File: config.mk
export PLATFORM = sky130hd
export DESIGN_NAME = port_power_ctrl
export DESIGN_NICKNAME = d
export VERILOG_FILES = /design/src/design/port_power_pkg.sv /design/src/design/port_power_ctrl.sv
export SDC_FILE = /design/constraint.sdc
export NUM_CORES = 1
export LEC_CHECK = 0
export BUFFER_PORTS_ARGS = -buffer_cell sky130_fd_sc_hd__buf_2
export CORE_AREA = 2 2 94 96
export DETAILED_ROUTE_END_ITERATION = 7
export DIE_AREA = 0 0 96 98
export GPL_ROUTABILITY_DRIVEN = 0
export PLACE_DENSITY = 0.93
export SLEW_MARGIN = 5
export SYNTH_ARGS = -nofsm -noshare
export SYNTH_HDL_FRONTEND = slang
export SYNTH_SLANG_ARGS = --single-unit
File: constraint.sdc
create_clock -name i_ref_clk -period 4.8 [get_ports i_ref_clk]
set_input_delay 0.72 -clock i_ref_clk [delete_from_list [all_inputs] [get_ports i_ref_clk]]
set_output_delay 0.72 -clock i_ref_clk [all_outputs]
set_load 0.005 [all_outputs]
File: src/design/port_power_pkg.sv
// constants for the dual-port power-state controller
package port_power_pkg;

  // ****************************************
  // register map (byte addresses, word aligned)
  // ****************************************
  localparam logic [3:0] ADDR_CONFIG = 4'h0; // soft requests and options
  localparam logic [3:0] ADDR_STATUS = 4'h4; // state and sticky faults
  localparam logic [3:0] ADDR_DRAIN = 4'h8; // host drain control
  localparam logic [3:0] ADDR_WAKE = 4'hC; // single-byte wake/read port

  // config field positions
  localparam int CFG_SOFT1 = 0; // port 1 soft request
  localparam int CFG_SOFT2 = 1; // port 2 soft request
  localparam int CFG_IGNORE = 2; // ignore request pins
  localparam int CFG_DRAIN = 3; // auto port drain
  localparam int CFG_RETRY = 4; // auto-recovery enable
  localparam logic [4:0] CFG_RESET = 5'h10; // auto-recovery on

  // status field positions
  localparam int ST_STATE = 0; // two-bit power state
  localparam int ST_FAULT1 = 2; // sticky fault port 1
  localparam int ST_FAULT2 = 3; // sticky fault port 2
  localparam int ST_AWAKE = 4; // woken by bus

  // ****************************************
  // timing
  // ****************************************
  localparam int CLK_MHZ = 100; // core clock rate
  localparam int RETRY_US = 20000; // retry period in microseconds
  localparam int RETRY_CYC = RETRY_US * CLK_MHZ;
  localparam int IDLE_US = 50000; // idle-sleep interval in microseconds
  localparam int IDLE_CYC = IDLE_US * CLK_MHZ;

  // ****************************************
  // power states
  // ****************************************
  typedef enum logic [1:0] {
    ST_OFF = 2'b00,
    ST_SLEEP = 2'b01,
    ST_ACT = 2'b10,
    ST_ERR = 2'b11
  } power_state_t;

endpackage

File: src/design/port_power_ctrl.sv
// power-state controller for a dual usb port power switch
//
// Added by the designer: the placing of the registers and the Avalon-MM register port.
`timescale 1ns/1ps
`default_nettype none
// How it works
// - below supply threshold: off, nothing kept
// - sleep keeps registers and answers bus
// - error wins; faults latched per port
// - a port fault opens only its own port; thermal high and source overvoltage open both
// - active when faultless and one enabled
// - active closes enabled ports only
// - drain disabled port if auto bit set
// - sleep only with both requests inactive
// - sleep opens switches, releases fault outputs
// - sleep accepts any access width; any access is answered in sleep, writes need byte lane 0 as in every state
// - first sleep read of wake port wakes, returns zero
// - bus-woken device resleeps after idle interval
// - entering active closes enabled switches
// - source undervolt or no request blocks active
// - thermal high limit forces error
// - low limit plus stress forces error
// - listed electrical faults force error
// - error opens switch, asserts fault output
// - auto-recovery retries after one period
// - requests dropping in error: no sleep
// - after fault, sleep needs toggle or read; with drain bit set, recovery allows sleep directly
// - request is pin or soft bit
// - ignore bit drops the pins
module port_power_ctrl
  import port_power_pkg::*;
#(
  parameter int RETRY_CYCLES = port_power_pkg::RETRY_CYC, // retry wait
  parameter int IDLE_CYCLES = port_power_pkg::IDLE_CYC // idle-sleep wait
) (
  input wire logic i_ref_clk, // core clock
  input wire logic i_rst, // sync reset, high
  input wire logic i_core_ok, // core supply above threshold
  input wire logic i_source_ok, // source above undervolt level
  input wire logic i_port1_switch_request, // request pin 1 (async)
  input wire logic i_port2_switch_request, // request pin 2 (async)
  input wire logic i_thermal_high, // high limit exceeded
  input wire logic i_thermal_low, // low limit exceeded
  input wire logic [1:0] i_cc_limit, // port in constant current
  input wire logic [1:0] i_elec_fault, // oc/uv/bv/drain per port
  input wire logic i_source_ov, // source overvoltage
  input wire logic [3:0] i_avs_address, // avalon byte address
  input wire logic i_avs_read, // avalon read
  input wire logic i_avs_write, // avalon write
  input wire logic [31:0] i_avs_writedata, // avalon write data
  input wire logic [3:0] i_avs_byteenable, // avalon byte lanes
  output logic [31:0] o_avs_readdata, // avalon read data
  output logic o_avs_waitrequest, // avalon wait
  output logic [1:0] o_switch_on, // port switch closed
  output logic [1:0] o_drain_on, // port discharge active
  output logic [1:0] o_fault_oe, // fault pin pulled low
  output logic [1:0] o_power_state // current power state
);
  import port_power_pkg::*;

  // ****************************************
  // state
  // ****************************************
  typedef struct packed {
    power_state_t st; // power state
    logic [4:0] cfg; // config register
    logic [1:0] host_drain; // host-driven drain
    logic [1:0] flt; // sticky per-port faults
    logic [1:0] fault_act; // port in fault handling
    logic awake; // woken by bus
    logic post_fault; // left error, no auto sleep
    logic [1:0] req_prev; // previous requests
    logic pwr_up; // first decision after power up
    logic [1:0] s1; // pin sync stage 1
    logic [1:0] s2; // pin sync stage 2
    logic [31:0] retry_cnt; // retry timer
    logic [31:0] idle_cnt; // idle timer
    logic ack; // bus answer pending
    logic [31:0] rdata; // read data
    logic [1:0] sw; // switches
  } ctrl_state_t;

  ctrl_state_t s_reg, s_next;
  logic [1:0] req; // combined requests
  logic [1:0] port_err; // per-port error condition
  logic any_err; // any error condition
  logic req_rise; // a request rose
  logic acc; // bus access this cycle
  logic wake_read; // read of wake port while asleep

  // ****************************************
  // condition decode
  // ****************************************
  // status word of state, sticky faults and awake flag, used for register reads
  function automatic logic [31:0] status_word(input ctrl_state_t s);
    status_word = 32'h0;
    status_word[ST_STATE+:2] = s.st;
    status_word[ST_FAULT1] = s.flt[0];
    status_word[ST_FAULT2] = s.flt[1];
    status_word[ST_AWAKE] = s.awake;
  endfunction

  always_comb begin
    req[0] = s_reg.cfg[CFG_SOFT1] |
      (s_reg.s2[0] & ~s_reg.cfg[CFG_IGNORE]);
    req[1] = s_reg.cfg[CFG_SOFT2] |
      (s_reg.s2[1] & ~s_reg.cfg[CFG_IGNORE]);
    req_rise = |(req & ~s_reg.req_prev);
    // error causes; thermal high and source overvoltage hit both ports
    for (int i = 0; i < 2; i++) begin
      port_err[i] = i_elec_fault[i] | i_thermal_high | i_source_ov |
        (i_thermal_low & (i_cc_limit[i] | req_rise |
        (s_reg.pwr_up & (s_reg.s2 != 2'b00))));
    end
    any_err = |port_err;
    acc = i_avs_read | i_avs_write;
    wake_read = i_avs_read & (i_avs_address == ADDR_WAKE) &
      (s_reg.st == ST_SLEEP) & ~s_reg.awake;
  end

  // ****************************************
  // next state
  // ****************************************
  always_comb begin
    s_next = s_reg;
    // two flops on the async pins before any decode
    s_next.s1 = {i_port2_switch_request, i_port1_switch_request};
    s_next.s2 = s_reg.s1;
    s_next.req_prev = req;
    s_next.ack = 1'b0;
    s_next.pwr_up = 1'b0;
    // write lands early; the master holds its request anyway
    // bus slave: one wait cycle, answer on the second
    if (acc && !s_reg.ack) begin
      s_next.ack = 1'b1;
      s_next.idle_cnt = 32'h0;
      s_next.rdata = 32'h0;
      if (i_avs_read) begin
        case (i_avs_address)
          ADDR_CONFIG: s_next.rdata = {27'h0, s_reg.cfg};
          ADDR_STATUS: s_next.rdata = status_word(s_reg);
          ADDR_DRAIN: s_next.rdata = {30'h0, s_reg.host_drain};
          // dummy byte reads zero while asleep and not yet woken
          ADDR_WAKE: s_next.rdata = wake_read ? 32'h0 :
            status_word(s_reg);
          default: s_next.rdata = 32'h0;
        endcase
        if (wake_read) begin
          s_next.awake = 1'b1;
        end
        // a register read releases post-fault hold
        s_next.post_fault = 1'b0;
      end else if (i_avs_byteenable[0]) begin
        // only low byte lane is honoured
        case (i_avs_address)
          ADDR_CONFIG: s_next.cfg = i_avs_writedata[4:0];
          ADDR_DRAIN: s_next.host_drain = i_avs_writedata[1:0];
          ADDR_STATUS: s_next.flt = s_reg.flt & ~i_avs_writedata[3:2];
          default: s_next.cfg = s_reg.cfg;
        endcase
      end
    end
    if (s_reg.awake && !acc) begin
      if (s_reg.idle_cnt >= 32'(IDLE_CYCLES - 1)) begin
        s_next.awake = 1'b0;
        s_next.idle_cnt = 32'h0;
      end else begin
        s_next.idle_cnt = s_reg.idle_cnt + 32'h1;
      end
    end
    // latch faults; set beats the clear above
    s_next.flt = s_next.flt | port_err;
    case (s_reg.st)
      ST_OFF: begin
        // leave off with defaults in place
        s_next.st = ST_SLEEP;
        s_next.pwr_up = 1'b1;
      end
      ST_SLEEP: begin
        if (any_err && (req != 2'b00)) begin
          s_next.st = ST_ERR;
          s_next.fault_act = port_err;
          s_next.retry_cnt = 32'h0;
        end else if (i_source_ok && (req != 2'b00)) begin
          s_next.st = ST_ACT;
        end
      end
      ST_ACT: begin
        if (any_err) begin
          s_next.st = ST_ERR;
          s_next.fault_act = port_err;
          s_next.retry_cnt = 32'h0;
        // both inactive: sleep unless post-fault hold; source low alone stays active
        end else if (req == 2'b00 || !i_source_ok) begin
          s_next.st = (req == 2'b00 && !s_reg.post_fault) ?
            ST_SLEEP : ST_ACT;
        end
      end
      ST_ERR: begin
        // requests dropping here do not sleep
        s_next.fault_act = s_reg.fault_act | port_err;
        // without retry the error holds until power loss
        // wait one period, then check
        if (s_reg.cfg[CFG_RETRY]) begin
          if (s_reg.retry_cnt >= 32'(RETRY_CYCLES - 1)) begin
            s_next.retry_cnt = 32'h0;
            if (!any_err) begin
              s_next.st = ST_ACT;
              s_next.fault_act = 2'b00;
              // no automatic sleep without drain bit
              s_next.post_fault = ~s_reg.cfg[CFG_DRAIN];
            end
          end else begin
            s_next.retry_cnt = s_reg.retry_cnt + 32'h1;
          end
        end
      end
      default: s_next.st = ST_OFF;
    endcase
    if (req_rise) begin
      s_next.post_fault = 1'b0;
    end
    // switch targets from the next state
    case (s_next.st)
      ST_ACT: s_next.sw = i_source_ok ? req : 2'b00;
      ST_ERR: s_next.sw = req & ~s_next.fault_act;
      default: s_next.sw = 2'b00;
    endcase
    // supply low: off, all state lost
    if (!i_core_ok) begin
      s_next = '0;
      s_next.cfg = CFG_RESET;
    end
  end

  // ****************************************
  // state register
  // ****************************************
  always_ff @(posedge i_ref_clk) begin
    if (i_rst) begin
      // config comes back to its default
      s_reg <= '0;
      s_reg.cfg <= CFG_RESET;
    end else begin
      s_reg <= s_next;
    end
  end

  // ****************************************
  // outputs
  // ****************************************
  always_comb begin
    // combinational wait: the first cycle of a request stalls
    o_avs_waitrequest = acc & ~s_reg.ack;
    o_avs_readdata = s_reg.rdata;
    o_switch_on = s_reg.sw;
    o_power_state = s_reg.st;
    // fault output only in error, per port
    o_fault_oe = (s_reg.st == ST_ERR) ? s_reg.fault_act : 2'b00;
    // drain off ports, auto or by host
    o_drain_on = (s_reg.st == ST_OFF) ? 2'b00 : (~s_reg.sw &
      (s_reg.cfg[CFG_DRAIN] ? 2'b11 : s_reg.host_drain));
  end
endmodule
`default_nettype wire

* After elaboration in Yosys (flattened, before gate mapping)
Index checks and enable logic that the tools add are counted.
Storage, ports and cells: input port bits 55, bits in registers 121, word-level logic and storage cells 138, output and inout bits 41
Operators by class: reductions and logical operators 24, magnitude comparators 2, equal/unequal tests 11, muxes and demuxes 45, bitwise gates (word level) 38, add/sub/neg operators 2
Operators with widths (count):
- $mux 32 | 6
- $pmux 32 s3 | 1
- $mux 65 | 1
- $add 32x1->32 const B | 2
- $mux 2 | 23
- $ge 32x21->1 const B | 1
- $ge 32x23->1 const B | 1
- $pmux 5 s4 | 1
- $or 1x1->1 | 13
- $reduce_and 4->1 | 3
- $mux 5 | 2
- $and 1x1->1 | 9
- $and 2x2->2 | 4
- $eq 2x2->1 const B | 4
- $eq 4x4->1 const B | 2
- $mux 1 | 8
- $not 2->2 | 4
- $pmux 2 s4 | 1
- $not 1->1 | 6
- $pmux 2 s3 | 1
- $reduce_bool 2->1 | 3
- $reduce_or 2->1 | 3
- $logic_and 1x1->1 | 5
- $eq 4x3->1 const B | 1
- other kinds (11) | 17

* Logic depth before layout (Yosys ltp)
Gate-level depths: netlist (run 1).
depth in word-level cells 17, depth in mapped cells 9, depth with buffers taken out 8

* Worst setup path after synthesis (run 1)
No wires, ideal clock.
kind input port to flip-flop, start point input port i_source_ov, end point register s_reg, in the netlist o_switch_on[1], slack 2271 ps, buffers on the path 0, stages 6, setup time 70 ps, arrival time 2459 ps, required time 4730 ps, path through or4_4 > nor2_2 > a31oi_4 > o311a_1 > or4_1 > a21boi_1
Between the ends: word-level cells in the longest chain between the ends 10, elaborated cells between the ends (all ways) 24, classes of those cells eq/ne: 2; mux: 13; bitwise: 7; reduce/logical: 2
Ends and longest elaborated chain:
- start, declared | line port_power_ctrl.sv:46 | input wire logic i_source_ov,
- $or 1x1->1 (2 in series) | line port_power_ctrl.sv:111 | port_err[i] = i_elec_fault[i] | i_thermal_high | i_source_ov |
- $or 2x2->2 or $reduce_or 2->1 (tied branches) | line port_power_ctrl.sv:201, port_power_ctrl.sv:115
- $mux 2 | line port_power_ctrl.sv:207 | if (!any_err) begin
- $mux 2 | line port_power_ctrl.sv:205 | if (s_reg.retry_cnt >= 32'(RETRY_CYCLES - 1)) begin
- $mux 2 | line port_power_ctrl.sv:204 | if (s_reg.cfg[CFG_RETRY]) begin
- $pmux 2 s3 | line port_power_ctrl.sv:173 | case (s_reg.st)
- $not 2->2 | line port_power_ctrl.sv:226 | ST_ERR: s_next.sw = req & ~s_next.fault_act;
- $and 2x2->2 | line port_power_ctrl.sv:226
- $pmux 2 s2 (*) | line port_power_ctrl.sv:224 | case (s_next.st)
- end signal, assigned | line port_power_ctrl.sv:245 | s_reg <= s_next;
- end, declared | line port_power_ctrl.sv:83 | ctrl_state_t s_reg, s_next;
Every way passes the cells marked *; elsewhere a longest branch is shown, timed or not. A chain may end at the register's enable or synchronous reset.

* Worst setup path in the final report (run 1)
start point register s_reg[116] in the netlist's numbering, end point register s_reg[72] in the netlist's numbering
Between the ends: word-level cells in the longest chain between the ends 13, elaborated cells between the ends (all ways) 21, classes of those cells eq/ne: 2; bitwise: 14; reduce/logical: 5
Ends and longest elaborated chain:
- $not 1->1 (*) | line port_power_ctrl.sv:105, port_power_ctrl.sv:107
- $and 1x1->1, on equally long branches | line port_power_ctrl.sv:105, port_power_ctrl.sv:107
- $or 1x1->1, on equally long branches | line port_power_ctrl.sv:104, port_power_ctrl.sv:106
- $and 2x2->2 | line port_power_ctrl.sv:108 | req_rise = |(req & ~s_reg.req_prev);
- $reduce_or 2->1 | line port_power_ctrl.sv:108
- $or 1x1->1 (2 in series) | line port_power_ctrl.sv:112 | (i_thermal_low & (i_cc_limit[i] | req_rise |
- $and 1x1->1 | line port_power_ctrl.sv:112
- $or 1x1->1 | line port_power_ctrl.sv:111
- $reduce_or 2->1 | line port_power_ctrl.sv:115 | any_err = |port_err;
- $logic_and 1x1->1 | line port_power_ctrl.sv:180 | if (any_err && (req != 2'b00)) begin
- $ne 2x1->1 (no line)
- $reduce_and 4->1 (no line) (*)
Marks and branches as above.

==> impl_metrics.ini, run 1 <==
[cts]
clkLatencyLatePin_ns = 0.36
htreeDepth = 3
post_cts_hold_buffer_count = 0
cts_root_buf = clkbuf_8
cts_made_buffers = 9
clk_pin_slew_worst_paths_ns = 0.10
cts_tree = yes
clock_sinks = 94
clock_path_buffers = 2
cts_setup_buffers = 0
ctsResizeCount = 0

[synth]
synth_area_leaders = dfxtp_1 (38%), buf_4 (5.5%), nor2_1 (5.2%)
synth_seq_area_share = 0.381
synth_warnings = 0
yosys.area_share.simple = 0.273
netlist_instances = 611
synth_top_family_by_area = simple AND/OR/NAND/NOR gates
synth_largest_type_area_fraction = 0.381
syn_avg_cell_area_um2 = 8.09
yosys.area_share.adder = 0.00506
synthMuxAreaShare = 0.0266
synth_compound_area_frac = 0.186
synth_xor_xnor_area_share = 0.0372
synth-edff-count = 0
synth.most_common_cell = dfxtp_1
yosysTopAreaCell = dfxtp_1
synthesis.area_um2 = 4940
netlist-cell-type-count = 65
ys_top_cells_by_count = dfxtp_1 (94), nor2_1 (69), nand2_1 (52)
ys_ff_latch = 94
synth-main-ff-cell = dfxtp_1
ys_async_sr_fraction = 0

[placed_design]
dp_hpwl_mm = 7.87
portBuffers = 38
dpl_worst_slack_ns = 1.36

[layout]
area_growth_pct = 6.15
fin_nets = 687
drive_gt1_frac = 0.118
largest_reg_flops = 85
fin_util = 0.620
diodes = 0

[setup_path]
arrival_ns = 3.50
crit_required_ns = 5.05
crit_type = reg -> reg
max_stage_delay_ns = 0.65
crit_fanout = 20
slowest_stage = o21ai_1
start_kind = flop
endpoint_kind = flop
crit_chain = o21ba_1, o2111a_1, a31oi_4, nand2_1, and2_1, o21ai_1, buf_4, nor2_1

[die]
start_util = 0.584
die_area_um2 = 9410
placementRows = 34
core-area_um2 = 8470
io_pins = 96
die_y_um = 98
dieWidth_um = 96

[detailed_routing]
drtPass1Iterations = 6
wl_per_cell_um = 14.8
vias = 4502
drc_errors = 0
totalWireLength_mm = 11.0
via_per_inst = 6.06
drt-initial-drc-count = 385
ant_nets = 0

[global_routing]
grt_pass1_wl_mm = 18.1
grt_pass1_vias = 4261
grt_max_degree = 36
grt_use_total = 0.234
grt_overflow = 0
antenna_found_initial = 0

[pwr]
totalPowerFinal_uw = 1410
max-vdd-ir-drop_v = 0.000195
power.leakage_uw = 0.00193
power_density_nw_per_um2 = 268

[timing]
whs_ns = 0.465
rsz0062_at_grt = false
slew_headroom = 0.295
worstMarginPinSlew_ns = 1.05
fin_setup_tns_ns = 0
hold_viol = 0
max_freq_ghz = 0.308
setup-violations-final = 0
fin_skew_ns = 0.0129
post-route-min-period_ns = 3.25
maxSlewViolCount = 0
fin_crit_sh = 0.677
worst_slack_ns = 1.55

[outcome]
status = finished, final reports clean

[flow_run]
maxCapViolCount = 0

[hold_path]
hold_path.class = reg -> reg
## critical path: cells and delay by family, from the launching register on
family                 cells  cell delay [ns]
buffers and inverters      1             0.31
and+or+nand+nor            3             0.99
DFF                        1             0.39
AOI/OAI and AO/OA          4             1.44
## final cells by class
cell class / count / area (µm²)
well taps: 108 / 135
repair buffers: 43 / 228
clock buffers: 10 / 128
flip-flops and latches: 94 / 1880
clock inverters: 6 / 78.8
multi-input cells: 461 / 2720
inverters: 21 / 78.8
fillers: 698 / 3220
## routing by layer
layer | GRT usage | vias up | part of all wire
met1 | 0.273 | 2123 | 0.40
met5 | 0 | - | 0
met4 | 0.0802 | 0 | 0.018
li1 | - | 2158 | -
met2 | 0.413 | 189 | 0.51
met3 | 0.0532 | 32 | 0.067
## final timing paths
check / slack [ns] / depth (start not counted) / end / start
min reg2reg: 0.46 / 1 / s_reg[99]$_SDFF_PP0_ / s_reg[101]$_SDFF_PP0_
max reg2reg: 1.55 / 8 / s_reg[72]$_SDFFE_PP0P_ / s_reg[116]$_SDFFE_PP0P_
max: 1.55 / 8 / s_reg[72]$_SDFFE_PP0P_ / s_reg[116]$_SDFFE_PP0P_
min: 0.46 / 1 / s_reg[99]$_SDFF_PP0_ / s_reg[101]$_SDFF_PP0_
## logic make-up (layout without fill, tap and decap cells)
logic type,count (synthesis),in the layout
simple gates,268,268
compound gates,130,130
flops,94,94
buf+inv,82,80
xor+xnor,21,21
mux,13,13
fa+ha+maj,2,2
other cells,1,27
## through the flow
stage,area (µm²),std cells
after floorplan,5040,637
after global placement,5040,727
after detailed placement,5040,727
after CTS,5250,743
after global routing,5250,743
final,5250,743
## cells in the final DEF, fill, tap and decap left out, types with 4 or more instances in the layout
| cell type | instances |
|---|---|
| or3_1 | 10 |
| conb_1 | 27 |
| a31oi_1 | 4 |
| dfxtp_1 | 94 |
| mux2i_1 | 12 |
| nor3_1 | 18 |
| a211oi_1 | 6 |
| nor2_1 | 69 |
| nand4_1 | 11 |
| nand2_1 | 52 |
| nor2b_1 | 6 |
| a22oi_1 | 7 |
| buf_2 | 38 |
| o21a_1 | 7 |
| nor4_1 | 13 |
| clkbuf_8 | 9 |
| and2_1 | 9 |
| o21ai_0 | 20 |
| a22o_1 | 6 |
| nand2b_1 | 7 |
| nand3_1 | 37 |
| inv_1 | 21 |
| and3_1 | 20 |
| a21oi_1 | 40 |
| a21boi_0 | 4 |
| buf_4 | 5 |
| xnor2_1 | 19 |
## power breakdown
part | switching [µW] | internal (µW)
registers | 4.94 | 783
logic | 47.2 | 22.1
clock network | 296 | 252
Power figures use the tool's default switching activity.
==> run 2, diff against run 1 <==
--- a/config.mk
+++ b/config.mk
@@ -5,12 +5,13 @@
 export SDC_FILE = /design/constraint.sdc
 export NUM_CORES = 1
 export LEC_CHECK = 0
+export ABC_AREA = 1
 export BUFFER_PORTS_ARGS = -buffer_cell sky130_fd_sc_hd__buf_2
-export CORE_AREA = 2 2 94 96
+export CORE_AREA = 2 2 98 100
 export DETAILED_ROUTE_END_ITERATION = 7
-export DIE_AREA = 0 0 96 98
+export DIE_AREA = 0 0 100 102
 export GPL_ROUTABILITY_DRIVEN = 0
-export PLACE_DENSITY = 0.93
+export PLACE_DENSITY = 0.88
 export SLEW_MARGIN = 5
 export SYNTH_ARGS = -nofsm -noshare
 export SYNTH_HDL_FRONTEND = slang
==> constraint.sdc (replaced) <==
create_clock -name i_ref_clk -period 3.3 [get_ports i_ref_clk]
set_input_delay 0.495 -clock i_ref_clk [delete_from_list [all_inputs] [get_ports i_ref_clk]]
set_output_delay 0.495 -clock i_ref_clk [all_outputs]
set_load 0.005 [all_outputs]
==> impl_metrics.ini, run 2 <==
[setup_path]
reg2reg_depth = 14
worst_r2r_endpoint = s_reg[80]$_SDFFE_PP0P_
arrival_ns = 2.55
crit_fanout = 23
crit_type = reg -> reg
reg2reg_slack_ns = 0.99
start_kind = flop
crit_required_ns = 3.54
endpoint_kind = flop
rr_startpoint = s_reg[116]$_SDFFE_PP0P_

[die]
io_pins = 96
dieWidth_um = 100
die_y_um = 102
die_area_um2 = 10200
core-area_um2 = 9110
placementRows = 35
start_util = 0.547

[cts]
cts_tree = yes
clk_pin_slew_worst_paths_ns = 0.09
cts_root_buf = clkbuf_8
post_cts_hold_buffer_count = 0
ctsResizeCount = 0
cts_setup_buffers = 0
clock_sinks = 94
htreeDepth = 3
clkLatencyLatePin_ns = 0.36
cts_made_buffers = 9
clock_path_buffers = 2

[placed_design]
dp_cells = 868
dp_hpwl_mm = 7.38
portBuffers = 38
placed_cell_area_um2 = 5080

[timing]
maxSlewViolCount = 0
max_freq_ghz = 0.433
fin_skew_ns = 0.00892
slew_headroom = 0.500
post-route-min-period_ns = 2.31
fin_crit_sh = 0.700
worstMarginPinSlew_ns = 0.749
rsz0062_at_grt = false
hold_viol = 0
fin_setup_tns_ns = 0
setup-violations-final = 0

[layout]
final_area_um2 = 5290
fin_nets = 825
area_growth_pct = 6.13
seq_area_um2 = 1880
finalNonFillerCells = 884
final_cell_mix = nand2_1 (166), dfxtp_1 (94), inv_1 (89)
multi_input_area_um2 = 2460
drive_gt1_frac = 0.131
largest_reg_flops = 85
diodes = 0
final_common_cell = nand2_1
fill_cells = 829

[hold_path]
hp-start = i_port1_switch_request
hold_path.class = in -> reg
worstHoldPathCells = 3
hold_end = s_reg[101]$_SDFF_PP0_

[detailed_routing]
ant_nets = 0
totalWireLength_mm = 10.4
drt-initial-drc-count = 266
via_per_inst = 5.13
drtPass1Iterations = 7
drc_errors = 0
vias = 4531
wl_per_cell_um = 11.7

[synth]
synth_seq_area_share = 0.378
yosysTopAreaCell = dfxtp_1
netlist-cell-type-count = 42
ys_ff_latch = 94
synth-main-ff-cell = dfxtp_1
synth_area_leaders = dfxtp_1 (38%), nand2_1 (13%), inv_1 (6.7%)
synth.most_common_cell = nand2_1
syn_avg_cell_area_um2 = 6.70
synth_largest_type_area_fraction = 0.378
synthesis.area_um2 = 4980
synth_warnings = 0
ys_top_cells_by_count = nand2_1 (166), dfxtp_1 (94), inv_1 (89)
synth-edff-count = 0
netlist_instances = 743
ys_async_sr_fraction = 0

[global_routing]
antenna_found_initial = 0
grt_pass1_vias = 4011
grt_pass1_wl_mm = 17.1
grt_max_degree = 44
grt_use_total = 0.203
grt_overflow = 0

[pwr]
max-vdd-ir-drop_v = 0.000348
power_density_nw_per_um2 = 387
power.leakage_uw = 0.00209

[flow_run]
maxCapViolCount = 0

[outcome]
status = finished, final reports clean
## run 2: cell types whose count changed in the layout (fill, tap and decap cells not counted), moves of 16 or more
cell	change
nor3_1	+22
inv_1	+68
a21oi_1	+18
nand2_1	+114
and3_1	-19
xnor2_1	-16
## run 2: report_power, final
group | internal, µW | switching (µW) | total (µW)
clock network | 359 | 415 | 775
registers | 1140 | 4.73 | 1140
logic | 33.6 | 91.0 | 125
## run 2: through the flow
step	worst slack [ns]	hold WS [ns]	total power, µW	util
2_1_floorplan	1.42	0.394	1280	-
3_3_place_gp	0.895	0.397	1290	0.558
3_5_place_dp	0.855	0.408	1290	0.558
4_1_cts	0.999	0.318	2060	0.580
5_1_grt	0.825	0.317	2120	0.580
6_report	0.992	0.336	2040	0.580
## run 2: worst max path at each step
stage,from,to,slack [ns],cells after the start
6_report,s_reg[116]$_SDFFE_PP0P_,s_reg[80]$_SDFFE_PP0P_,0.99,14
5_1_grt,s_reg[116]$_SDFFE_PP0P_,s_reg[80]$_SDFFE_PP0P_,0.83,14
4_1_cts,s_reg[67]$_SDFFE_PP0P_,s_reg[79]$_SDFFE_PP0P_,1.0,14
3_5_place_dp,i_source_ov,s_reg[75]$_SDFFE_PP0P_,0.85,12
3_3_place_gp,i_source_ov,s_reg[80]$_SDFFE_PP0P_,0.90,12
2_1_floorplan,i_source_ov,s_reg[78]$_SDFFE_PP0P_,1.42,12
## run 2: worst max-delay path: stages, from the launching register on
cell and delay, ns:
dfxtp_1 0.37, inv_2 0.07, nand2_2 0.08, nand2_2 0.09, nand2_2 0.10, nand3_2 0.10, a21oi_2 0.30, nand2_2 0.12
nand2_1 0.08, nand2_1 0.08, nand2_4 0.23, inv_2 0.22, nand3_1 0.14, xor2_1 0.15, nor2_1 0.05
## run 2: area by class of cell
type                            instances  area share
Sequential cell                        94       0.356
Clock inverter                          7      0.0147
Clock buffer                            9      0.0234
Timing Repair Buffer                   42      0.0417
Inverter                              103      0.0732
Multi-Input combinational cell        518       0.465
Tap cell                              111      0.0263
## run 2: cells by family (layout without fill, tap and decap cells)
logic type	count (synthesis)	in the layout	synth area share
adder cells (fa/ha/maj)	2	2	0.00502
buffers and inverters	157	161	0.148
AND/OR/NAND/NOR	378	378	0.338
XOR/XNOR	11	11	0.0193
flip-flops	94	94	0.378
other	1	27	0.000753
AO/OA/AOI/OAI	100	100	0.110
## run 2: routing by layer
metal,routed length [µm],GRT usage
met2,4950,0.335
met1,4780,0.265
met3,575,0.0540
met4,68,0.0548
met5,0,0
